$ cat config.mk
export PLATFORM = sky130hd
export DESIGN_NAME = nor_erase_suspend_sequencer
export DESIGN_NICKNAME = d
export VERILOG_FILES = /design/src/include/nor_seq_pkg.sv /design/src/hdl/nor_erase_suspend_sequencer.sv /design/src/hdl/bus_cycle_engine.sv
export VERILOG_INCLUDE_DIRS = /design/src /design/src/include
export SDC_FILE = /design/constraint.sdc
export NUM_CORES = 1
export LEC_CHECK = 0
export BUFFER_PORTS_ARGS = -buffer_cell sky130_fd_sc_hd__clkbuf_2
export CORE_ASPECT_RATIO = 0.8
export CORE_UTILIZATION = 40
export DETAILED_ROUTE_END_ITERATION = 8
export PLACE_DENSITY_LB_ADDON = 0.25
export SYNTH_ARGS = -nofsm -noshare
export SYNTH_HDL_FRONTEND = slang
export SYNTH_SLANG_ARGS = --single-unit
$ cat constraint.sdc
create_clock -name mclk -period 6.5 [get_ports mclk]
set_input_delay 1.3 -clock mclk [delete_from_list [all_inputs] [get_ports mclk]]
set_output_delay 1.3 -clock mclk [all_outputs]
set_load 0.05 [all_outputs]
$ cat src/include/nor_seq_cfg.svh
`ifndef NOR_SEQ_CFG_SVH
`define NOR_SEQ_CFG_SVH

////////////////////////////////////////////////////////////////////////////////
// widths
`define FL_AW 25
`define FL_DW 16

////////////////////////////////////////////////////////////////////////////////
// register port offsets
`define REG_CTRL 8'h00
`define REG_CMD 8'h04
`define REG_ADDR 8'h08
`define REG_STATUS 8'h0C
`define REG_DATA 8'h10

// control bits
`define CTRL_VHH 0
`define CTRL_UNPROT 1
`define CTRL_BYP 2
`define CTRL_RESET 3'h0

// status bits
`define ST_BUSY 0
`define ST_VHH 1
`define ST_REFUSED 2
`define ST_TMR 3
`define ST_TOG 4
`define ST_POLL 5

// positions inside the polling register
`define DQ_TMR 3
`define DQ_TOG 6
`define DQ_POLL 7

////////////////////////////////////////////////////////////////////////////////
// flash command codes and unlock addresses
`define CMD_UNLK1 16'h00AA
`define CMD_UNLK2 16'h0055
`define CMD_ERASE_SETUP 16'h0080
`define CMD_CHIP 16'h0010
`define CMD_BLOCK 16'h0030
`define CMD_SUSPEND 16'h00B0
`define CMD_RESUME 16'h0030
`define CMD_RESET 16'h00F0
`define ADR_UNLK1 25'h0000555
`define ADR_UNLK2 25'h00002AA

////////////////////////////////////////////////////////////////////////////////
// bus cycle timing, nanoseconds and derived clock counts
`define CLK_NS 4
`define T_AS_NS 10
`define T_WP_NS 35
`define T_WPH_NS 30
`define T_ACC_NS 100
`define CYC_UP(ns) (((ns) + `CLK_NS - 1) / `CLK_NS)
`define T_AS_CYC 8'(`CYC_UP(`T_AS_NS))
`define T_WP_CYC 8'(`CYC_UP(`T_WP_NS))
`define T_WPH_CYC 8'(`CYC_UP(`T_WPH_NS))
`define T_ACC_CYC 8'(`CYC_UP(`T_ACC_NS))

`endif

$ cat src/include/nor_seq_pkg.sv
`include "nor_seq_cfg.svh"
package nor_seq_pkg;

   typedef enum logic [3:0] {
      OP_NONE = 4'h0,
      OP_CHIP = 4'h1,
      OP_BLOCK = 4'h2,
      OP_ADD = 4'h3,
      OP_ESUSP = 4'h4,
      OP_RESUME = 4'h5,
      OP_PSUSP = 4'h6,
      OP_RESET = 4'h7,
      OP_POLL = 4'h8
   } op_t;

   typedef struct packed {
      logic [`FL_AW-1:0] addr;
      logic [`FL_DW-1:0] data;
      logic we;
      logic last;
   } bus_step_t;

   typedef struct packed {
      logic ce_n;
      logic oe_n;
      logic we_n;
      logic [`FL_AW-1:0] addr;
      logic [`FL_DW-1:0] dq_o;
      logic dq_oe;
   } pins_t;

   typedef enum logic [2:0] {
      S_IDLE = 3'h1,
      S_LAUNCH = 3'h2,
      S_WAIT = 3'h4
   } seq_state_t;

   typedef enum logic [3:0] {
      E_IDLE = 4'h1,
      E_SET = 4'h2,
      E_PULSE = 4'h4,
      E_HOLD = 4'h8
   } eng_state_t;

endpackage

$ cat src/hdl/nor_erase_suspend_sequencer.sv
// Contract
// - raise high voltage only with blocks unprotected
// - high voltage only for accelerated program, chip erase; the code has no accelerated program and also lets polling and read/reset out
// - chip erase takes six write cycles
// - after failure issue read/reset, then verify blocks
// - bypass chip erase takes two write cycles
// - block erase six cycles, repeat sixth adds
// - bypass block erase two cycles, repeat second adds
// - erase suspend is one write, address ignored
`timescale 1ns/1ps
`include "nor_seq_cfg.svh"
module nor_erase_suspend_sequencer (
   // clock and reset
   input wire logic mclk,
   input wire logic rst_n,
   // register port
   input wire logic [7:0] reg_addr,
   input wire logic [31:0] reg_wdata,
   input wire logic reg_wr,
   input wire logic reg_rd,
   output logic [31:0] reg_rdata,
   // flash pins
   input wire logic [`FL_DW-1:0] fl_dq_i,
   output nor_seq_pkg::pins_t fl_pins,
   output logic fl_vhh_en
);
   import nor_seq_pkg::*;

   ////////////////////////////////////////////////////////////////////////////
   // one bus cycle of a command sequence
   function automatic bus_step_t step_of(op_t op, logic [2:0] idx, logic byp,
                                         logic [`FL_AW-1:0] blk);
      bus_step_t s;
      s = '{addr: `ADR_UNLK1, data: `CMD_RESET, we: 1'b1, last: 1'b1};
      case (op)
         OP_CHIP, OP_BLOCK: begin
            if (byp) begin
               s.data = (idx == 3'h0) ? `CMD_ERASE_SETUP :
                        ((op == OP_CHIP) ? `CMD_CHIP : `CMD_BLOCK);
               if (op == OP_BLOCK && idx == 3'h1) begin
                  s.addr = blk;
               end
               s.last = (idx == 3'h1);
            end else begin
               case (idx)
                  3'h0, 3'h3: s.data = `CMD_UNLK1;
                  3'h1, 3'h4: begin
                     s.addr = `ADR_UNLK2;
                     s.data = `CMD_UNLK2;
                  end
                  3'h2: s.data = `CMD_ERASE_SETUP;
                  default: begin
                     s.data = (op == OP_CHIP) ? `CMD_CHIP : `CMD_BLOCK;
                     s.addr = (op == OP_CHIP) ? `ADR_UNLK1 : blk;
                  end
               endcase
               s.last = (idx == 3'h5);
            end
         end
         OP_ADD: begin
            // same cycle serves normal and bypass lists
            s.addr = blk;
            s.data = `CMD_BLOCK;
         end
         OP_ESUSP, OP_PSUSP: begin
            s.addr = blk;
            s.data = `CMD_SUSPEND;
         end
         OP_RESUME: begin
            s.addr = blk;
            s.data = `CMD_RESUME;
         end
         OP_POLL: begin
            s.addr = blk;
            s.we = 1'b0;
         end
         default: s.data = `CMD_RESET;
      endcase
      return s;
   endfunction

   // with high voltage up only chip erase, polling and reset may go out
   function automatic logic op_ok(op_t op, logic high_voltage_level);
      logic ok;
      ok = (op >= OP_CHIP) && (op <= OP_POLL);
      if (high_voltage_level) begin
         ok = (op == OP_CHIP) || (op == OP_POLL) || (op == OP_RESET);
      end
      return ok;
   endfunction

   ////////////////////////////////////////////////////////////////////////////
   seq_state_t st_q, st_d;
   op_t op_q, op_d;
   logic [2:0] ctrl_q, ctrl_d;
   logic [2:0] idx_q, idx_d;
   logic [2:0] wcnt_q, wcnt_d;
   logic [`FL_AW-1:0] addr_q, addr_d;
   logic [`FL_AW-1:0] blk_q, blk_d;
   logic [`FL_DW-1:0] rdat_q, rdat_d;
   logic byp_q, byp_d;
   logic vhh_d;
   logic refused_q, refused_d;
   logic start_q, start_d;
   logic fin_q, fin_d;
   logic [31:0] rdata_d;
   logic cmd_wr, take, refuse;
   op_t new_op;
   bus_step_t step;
   logic eng_done;
   logic [`FL_DW-1:0] eng_rdata;

   assign cmd_wr = reg_wr && (reg_addr == `REG_CMD);
   assign new_op = op_t'(reg_wdata[3:0]);
   // no queue: a command while busy is refused, not held
   assign take = cmd_wr && (st_q == S_IDLE) && op_ok(new_op, fl_vhh_en);
   assign refuse = cmd_wr && !take;

   always_comb begin
      step = step_of(op_q, idx_q, byp_q, blk_q);
   end

   ////////////////////////////////////////////////////////////////////////////
   always_comb begin
      st_d = st_q;
      op_d = op_q;
      idx_d = idx_q;
      wcnt_d = wcnt_q;
      blk_d = blk_q;
      byp_d = byp_q;
      rdat_d = rdat_q;
      vhh_d = fl_vhh_en;
      start_d = 1'b0;
      fin_d = 1'b0;
      ctrl_d = ctrl_q;
      addr_d = addr_q;
      refused_d = refused_q;
      rdata_d = 32'h00000000;
      case (st_q)
         S_IDLE: begin
            // voltage moves only between operations, never during one
            if (!take) begin
               vhh_d = ctrl_q[`CTRL_VHH] & ctrl_q[`CTRL_UNPROT];
            end
            if (take) begin
               op_d = new_op;
               idx_d = 3'h0;
               wcnt_d = 3'h0;
               blk_d = addr_q;
               byp_d = ctrl_q[`CTRL_BYP] | fl_vhh_en;
               st_d = S_LAUNCH;
            end
         end
         S_LAUNCH: begin
            start_d = 1'b1;
            wcnt_d = wcnt_q + {2'h0, step.we};
            st_d = S_WAIT;
         end
         S_WAIT: begin
            if (eng_done) begin
               if (step.last) begin
                  if (!step.we) begin
                     rdat_d = eng_rdata;
                  end
                  fin_d = 1'b1;
                  st_d = S_IDLE;
               end else begin
                  idx_d = idx_q + 3'h1;
                  st_d = S_LAUNCH;
               end
            end
         end
         default: st_d = S_IDLE;
      endcase
      if (reg_wr && reg_addr == `REG_CTRL) begin
         ctrl_d = reg_wdata[2:0];
      end
      if (reg_wr && reg_addr == `REG_ADDR) begin
         addr_d = reg_wdata[`FL_AW-1:0];
      end
      // a new refusal wins over a clear in the same cycle
      refused_d = (refused_q & ~(reg_wr && reg_addr == `REG_STATUS
                                 && reg_wdata[`ST_REFUSED])) | refuse;
      if (reg_rd) begin
         case (reg_addr)
            `REG_CTRL: rdata_d = {29'h0, ctrl_q};
            `REG_CMD: rdata_d = {28'h0, op_q};
            `REG_ADDR: rdata_d = {7'h0, addr_q};
            `REG_STATUS: rdata_d = {26'h0, rdat_q[`DQ_POLL], rdat_q[`DQ_TOG],
                                    rdat_q[`DQ_TMR], refused_q, fl_vhh_en,
                                    st_q != S_IDLE};
            `REG_DATA: rdata_d = {16'h0, rdat_q};
            default: rdata_d = 32'h00000000;
         endcase
      end
   end

   always_ff @(posedge mclk or negedge rst_n) begin
      if (!rst_n) begin
         st_q <= S_IDLE;
         op_q <= OP_NONE;
         idx_q <= 3'h0;
         wcnt_q <= 3'h0;
         blk_q <= '0;
         byp_q <= 1'b0;
         rdat_q <= '0;
         fl_vhh_en <= 1'b0;
         start_q <= 1'b0;
         fin_q <= 1'b0;
         ctrl_q <= `CTRL_RESET;
         addr_q <= '0;
         refused_q <= 1'b0;
         reg_rdata <= 32'h00000000;
      end else begin
         st_q <= st_d;
         op_q <= op_d;
         idx_q <= idx_d;
         wcnt_q <= wcnt_d;
         blk_q <= blk_d;
         byp_q <= byp_d;
         rdat_q <= rdat_d;
         fl_vhh_en <= vhh_d;
         start_q <= start_d;
         fin_q <= fin_d;
         ctrl_q <= ctrl_d;
         addr_q <= addr_d;
         refused_q <= refused_d;
         reg_rdata <= rdata_d;
      end
   end

   ////////////////////////////////////////////////////////////////////////////
   bus_cycle_engine u_eng (
      .mclk(mclk),
      .rst_n(rst_n),
      .start(start_q),
      .step(step),
      .done(eng_done),
      .rdata(eng_rdata),
      .dq_i(fl_dq_i),
      .pins(fl_pins)
   );
endmodule

$ cat src/hdl/bus_cycle_engine.sv
`timescale 1ns/1ps
`include "nor_seq_cfg.svh"
module bus_cycle_engine (
   // clock and reset
   input wire logic mclk,
   input wire logic rst_n,
   // one bus cycle request
   input wire logic start,
   input nor_seq_pkg::bus_step_t step,
   output logic done,
   output logic [`FL_DW-1:0] rdata,
   // flash pins
   input wire logic [`FL_DW-1:0] dq_i,
   output nor_seq_pkg::pins_t pins
);
   import nor_seq_pkg::*;

   localparam pins_t PINS_IDLE = '{ce_n: 1'b1, oe_n: 1'b1, we_n: 1'b1,
                                   addr: '0, dq_o: '0, dq_oe: 1'b0};

   eng_state_t st_q, st_d;
   logic [7:0] cnt_q, cnt_d;
   logic we_q, we_d;
   logic done_d;
   logic [`FL_DW-1:0] rdata_d;
   pins_t pins_d;

   ////////////////////////////////////////////////////////////////////////////
   always_comb begin
      st_d = st_q;
      cnt_d = cnt_q;
      we_d = we_q;
      pins_d = pins;
      rdata_d = rdata;
      done_d = 1'b0;
      case (st_q)
         E_IDLE: begin
            if (start) begin
               // address and chip enable settle before the strobe
               pins_d.addr = step.addr;
               pins_d.dq_o = step.data;
               pins_d.ce_n = 1'b0;
               we_d = step.we;
               cnt_d = `T_AS_CYC - 8'h01;
               st_d = E_SET;
            end
         end
         E_SET: begin
            if (cnt_q == 8'h00) begin
               pins_d.we_n = ~we_q;
               pins_d.oe_n = we_q;
               pins_d.dq_oe = we_q;
               cnt_d = we_q ? `T_WP_CYC - 8'h01 : `T_ACC_CYC - 8'h01;
               st_d = E_PULSE;
            end else begin
               cnt_d = cnt_q - 8'h01;
            end
         end
         E_PULSE: begin
            if (cnt_q == 8'h00) begin
               // device latches on the rising write strobe
               pins_d.we_n = 1'b1;
               pins_d.oe_n = 1'b1;
               if (!we_q) begin
                  rdata_d = dq_i;
               end
               cnt_d = `T_WPH_CYC - 8'h01;
               st_d = E_HOLD;
            end else begin
               cnt_d = cnt_q - 8'h01;
            end
         end
         E_HOLD: begin
            if (cnt_q == 8'h00) begin
               // data held through recovery, released with chip enable
               pins_d.ce_n = 1'b1;
               pins_d.dq_oe = 1'b0;
               done_d = 1'b1;
               st_d = E_IDLE;
            end else begin
               cnt_d = cnt_q - 8'h01;
            end
         end
         default: begin
            pins_d = PINS_IDLE;
            st_d = E_IDLE;
         end
      endcase
   end

   always_ff @(posedge mclk or negedge rst_n) begin
      if (!rst_n) begin
         st_q <= E_IDLE;
         cnt_q <= 8'h00;
         we_q <= 1'b0;
         pins <= PINS_IDLE;
         rdata <= '0;
         done <= 1'b0;
      end else begin
         st_q <= st_d;
         cnt_q <= cnt_d;
         we_q <= we_d;
         pins <= pins_d;
         rdata <= rdata_d;
         done <= done_d;
      end
   end

endmodule

==> flow_metrics.env <==
export IMPL_status="finished clean"
export IMPL_portBuffers=115
export IMPL_dpl_hpwl_um=11600
export IMPL_critPathRequiredTime_ps=6800
export IMPL_max_stage_delay_ps=720
export IMPL_synth_compound_area_frac=0.117
export IMPL_antenna_found_initial=0
export IMPL_synthCells=601
export IMPL_fin_crit_sh=0.532
export IMPL_synth_edff_count=0
export IMPL_rows=44
export IMPL_cp_slowest_cell="nor3b_4"
export IMPL_arrival_ps=3750
export IMPL_hp_class="reg2reg"
export IMPL_fillers=1696
export IMPL_cts_setup_buffers=0
export IMPL_nNetsFinal=772
export IMPL_drc=0
export IMPL_syn_to_final_growth_pct=16.5
export IMPL_path_delay_family="simple AND/OR/NAND/NOR gates"
export IMPL_io_pins=138
export IMPL_drv_slew=0
export IMPL_skew_ps=13.3
export IMPL_power_uw=2160
export IMPL_fin_crit_ps=3460
export IMPL_die_h_um=126
export IMPL_synth_top_family_by_area="multiplexers"
export IMPL_clk_pin_slew_ps=60
export IMPL_synthAdderAreaFrac=0.0115
export IMPL_drive_gt1_frac=0.338
export IMPL_async_reset_ff_frac=1.00
export IMPL_placed_area_um2=8340
export IMPL_dieWidth_um=156
export IMPL_initial_utilization=0.414
export IMPL_yosys_area_share_simple=0.102
export IMPL_synthDistinctLibCells=67
export IMPL_path_class="in2reg"
export IMPL_first_pass_iters=4
export IMPL_cts_hold_buffers_added=0
export IMPL_max_freq_ghz=0.289
export IMPL_die_area_um2=19700
export IMPL_cts_root_buf="clkbuf_16"
export IMPL_synth_main_ff_cell="dfrtp_1"
export IMPL_wire_per_inst_um=17.0
export IMPL_clock_latency_ps=420
export IMPL_critPathCaptureType="flop"
export IMPL_path_max_fanout=22
export IMPL_grt_max_degree=118
export IMPL_vias=5137
export IMPL_drv_cap=0
export IMPL_slew_headroom=0.277
export IMPL_gp_congestion=0.886
export IMPL_timing_setup_tns_ps=0
export IMPL_drt_iter0_drc=222
export IMPL_leakage_uw=0.00448
export IMPL_fin_util=0.483
export IMPL_htreeDepth=4
export IMPL_max_slew_worst_pin_slew_ps=1080
export IMPL_cp_cell_sequence="clkbuf_2, or4_4, nor4_2, nor3b_4, buf_4, mux2_2"
export IMPL_avgSynthCellArea_um2=12.7
export IMPL_cts_buffers=17
export IMPL_finalWirelength_um=16500
export IMPL_final_antenna_net_count=0
export IMPL_synth_area_um2=7640
export IMPL_grt_overflow_total=0
export IMPL_grt_usage=0.179
export IMPL_fin_ws_ps=3040
export IMPL_dp_slack_ps=2580
export IMPL_path_buf_inv=2
export IMPL_hold_viol_final=0
export IMPL_antenna_cells=0
export IMPL_powerDensity_nw_per_um2=242
export IMPL_max_vdd_ir_drop_mv=0.175
export IMPL_viasPerCell=5.30
export IMPL_yosysSeqAreaShare=0.568
export IMPL_synthXorXnorAreaFrac=0.0103
export IMPL_grt_first_pass_wirelength_um=26900
export IMPL_design_area_um2=8900
export IMPL_worstSetupStartpointType="primary input"
export IMPL_synth_seq_cells=173
export IMPL_rsz0062_at_grt="false"
export IMPL_cts_tree="built"
export IMPL_cts_sinks=173
export IMPL_max_clock_path_buffers=2
export IMPL_core_um2=18400
export IMPL_ctsResizeCount=0
export IMPL_grt_pass1_vias=5020
export IMPL_synthMuxAreaShare=0.150
export IMPL_yosys_warnings=0
export IMPL_finalSetupViolations=0
[power by group]
group	internal, uW	total, uW	switching (uW)
combinational	30.0	92.5	62.5
sequential	1090	1100	11.3
clock	540	964	424
[layout make-up]
cell class	count	area, um^2	share of cell area
Clock buffer	20	447	0.0502
Clock inverter	11	110	0.0124
Inverter	13	48.8	0.00548
Multi-Input combinational cell	382	3040	0.341
Sequential cell	173	4340	0.487
Tap cell	253	317	0.0356
Timing Repair Buffer	118	604	0.0679
[per-layer routing]
layer,vias to the layer above,part of all wire,global-route usage
li1,2366,-,-
met1,2621,0.47,0.246
met2,138,0.46,0.271
met3,12,0.062,0.0565
met4,0,0.0073,0.0484
met5,-,0,0
[synth_stat cells, drive strengths merged (4+ instances only)]
| library cell | n | area share |
|---|---|---|
| o21ai | 16 | 0.010 |
| nor4 | 5 | 0.0057 |
| a22o | 29 | 0.033 |
| nor3b | 4 | 0.0054 |
| and3 | 4 | 0.0033 |
| dfstp | 5 | 0.017 |
| nor2 | 25 | 0.013 |
| and2 | 11 | 0.0090 |
| ha | 7 | 0.011 |
| a221o | 13 | 0.017 |
| or2 | 4 | 0.0033 |
| a31oi | 4 | 0.0033 |
| nand2 | 27 | 0.013 |
| xnor2 | 7 | 0.0080 |
| or3 | 5 | 0.0041 |
| nand2b | 8 | 0.0066 |
| mux2 | 95 | 0.14 |
| clkbuf | 16 | 0.0079 |
| a211oi | 4 | 0.0039 |
| nand3 | 8 | 0.0052 |
| nor3 | 12 | 0.0079 |
| dfrtp | 168 | 0.55 |
| buf | 31 | 0.027 |
| or4b | 4 | 0.0052 |
| inv | 13 | 0.0064 |
| o21bai | 7 | 0.0069 |
| a21oi | 17 | 0.011 |
[cells in the final DEF, fill, tap and decap left out, drive strengths merged, types with 11 or more instances in the layout]
cell type | netlist | layout
clkbuf | 16 | 134
o21ai | 16 | 16
nand2 | 27 | 27
a21oi | 17 | 17
a22o | 29 | 29
conb | 1 | 15
nor3 | 12 | 12
mux2 | 95 | 95
and2 | 11 | 11
inv | 13 | 16
dfrtp | 168 | 168
a221o | 13 | 13
nor2 | 25 | 25
[worst paths after layout]
| kind | start | end | slack [ps] | cells after the start |
|---|---|---|---|---|
| max | reg_addr[1] | blk_q[0] | 3040 | 6 |
| min | u_eng.pins[8] | u_eng.pins[8] | 480 | 2 |
| max reg2reg | u_eng.cnt_q[0] | u_eng.rdata[11] | 3460 | 7 |
| min reg2reg | u_eng.pins[8] | u_eng.pins[8] | 480 | 2 |
| max in group asynchronous | rst_n | op_q[3] | 4070 | 2 |
| min in group asynchronous | rst_n | blk_q[23] | 1010 | 1 |
[metrics by stage]
stage / hold WS (ps) / cells
floorplan: 457 / 615
global placement: 468 / 939
detailed placement: 474 / 939
CTS: 489 / 970
global route: 510 / 970
finish: 484 / 970
[cell families (layout without fill, tap and decap cells)]
family                   after synthesis  count (layout)
XOR/XNOR                               9               9
flip-flops                           173             173
adder cells (fa/ha/maj)                7               7
multiplexers                          99              99
AND/OR/NAND/NOR                      134             134
other                                  1              15
AO/OA/AOI/OAI                        118             118
buffers and inverters                 60             162
[sequential cells by signal, summed over array words and instances, names as in the netlist, 4 cells and up]
signal       count
u_eng.pins      35
addr_q          25
blk_q           25
reg_rdata       25
rdat_q          16
u_eng.rdata     16
u_eng.cnt_q      8
op_q             4
u_eng.st_q       4
[worst reg2reg max path, cell delays in order (launching register included)]
cell	delay, ps
dfrtp_1	370
inv_1	120
ha_1	220
nor3b_1	430
and2_1	430
nand2_1	180
nor2_2	760
mux2_2	430
Note: power is estimated with default switching activity, not from simulation.
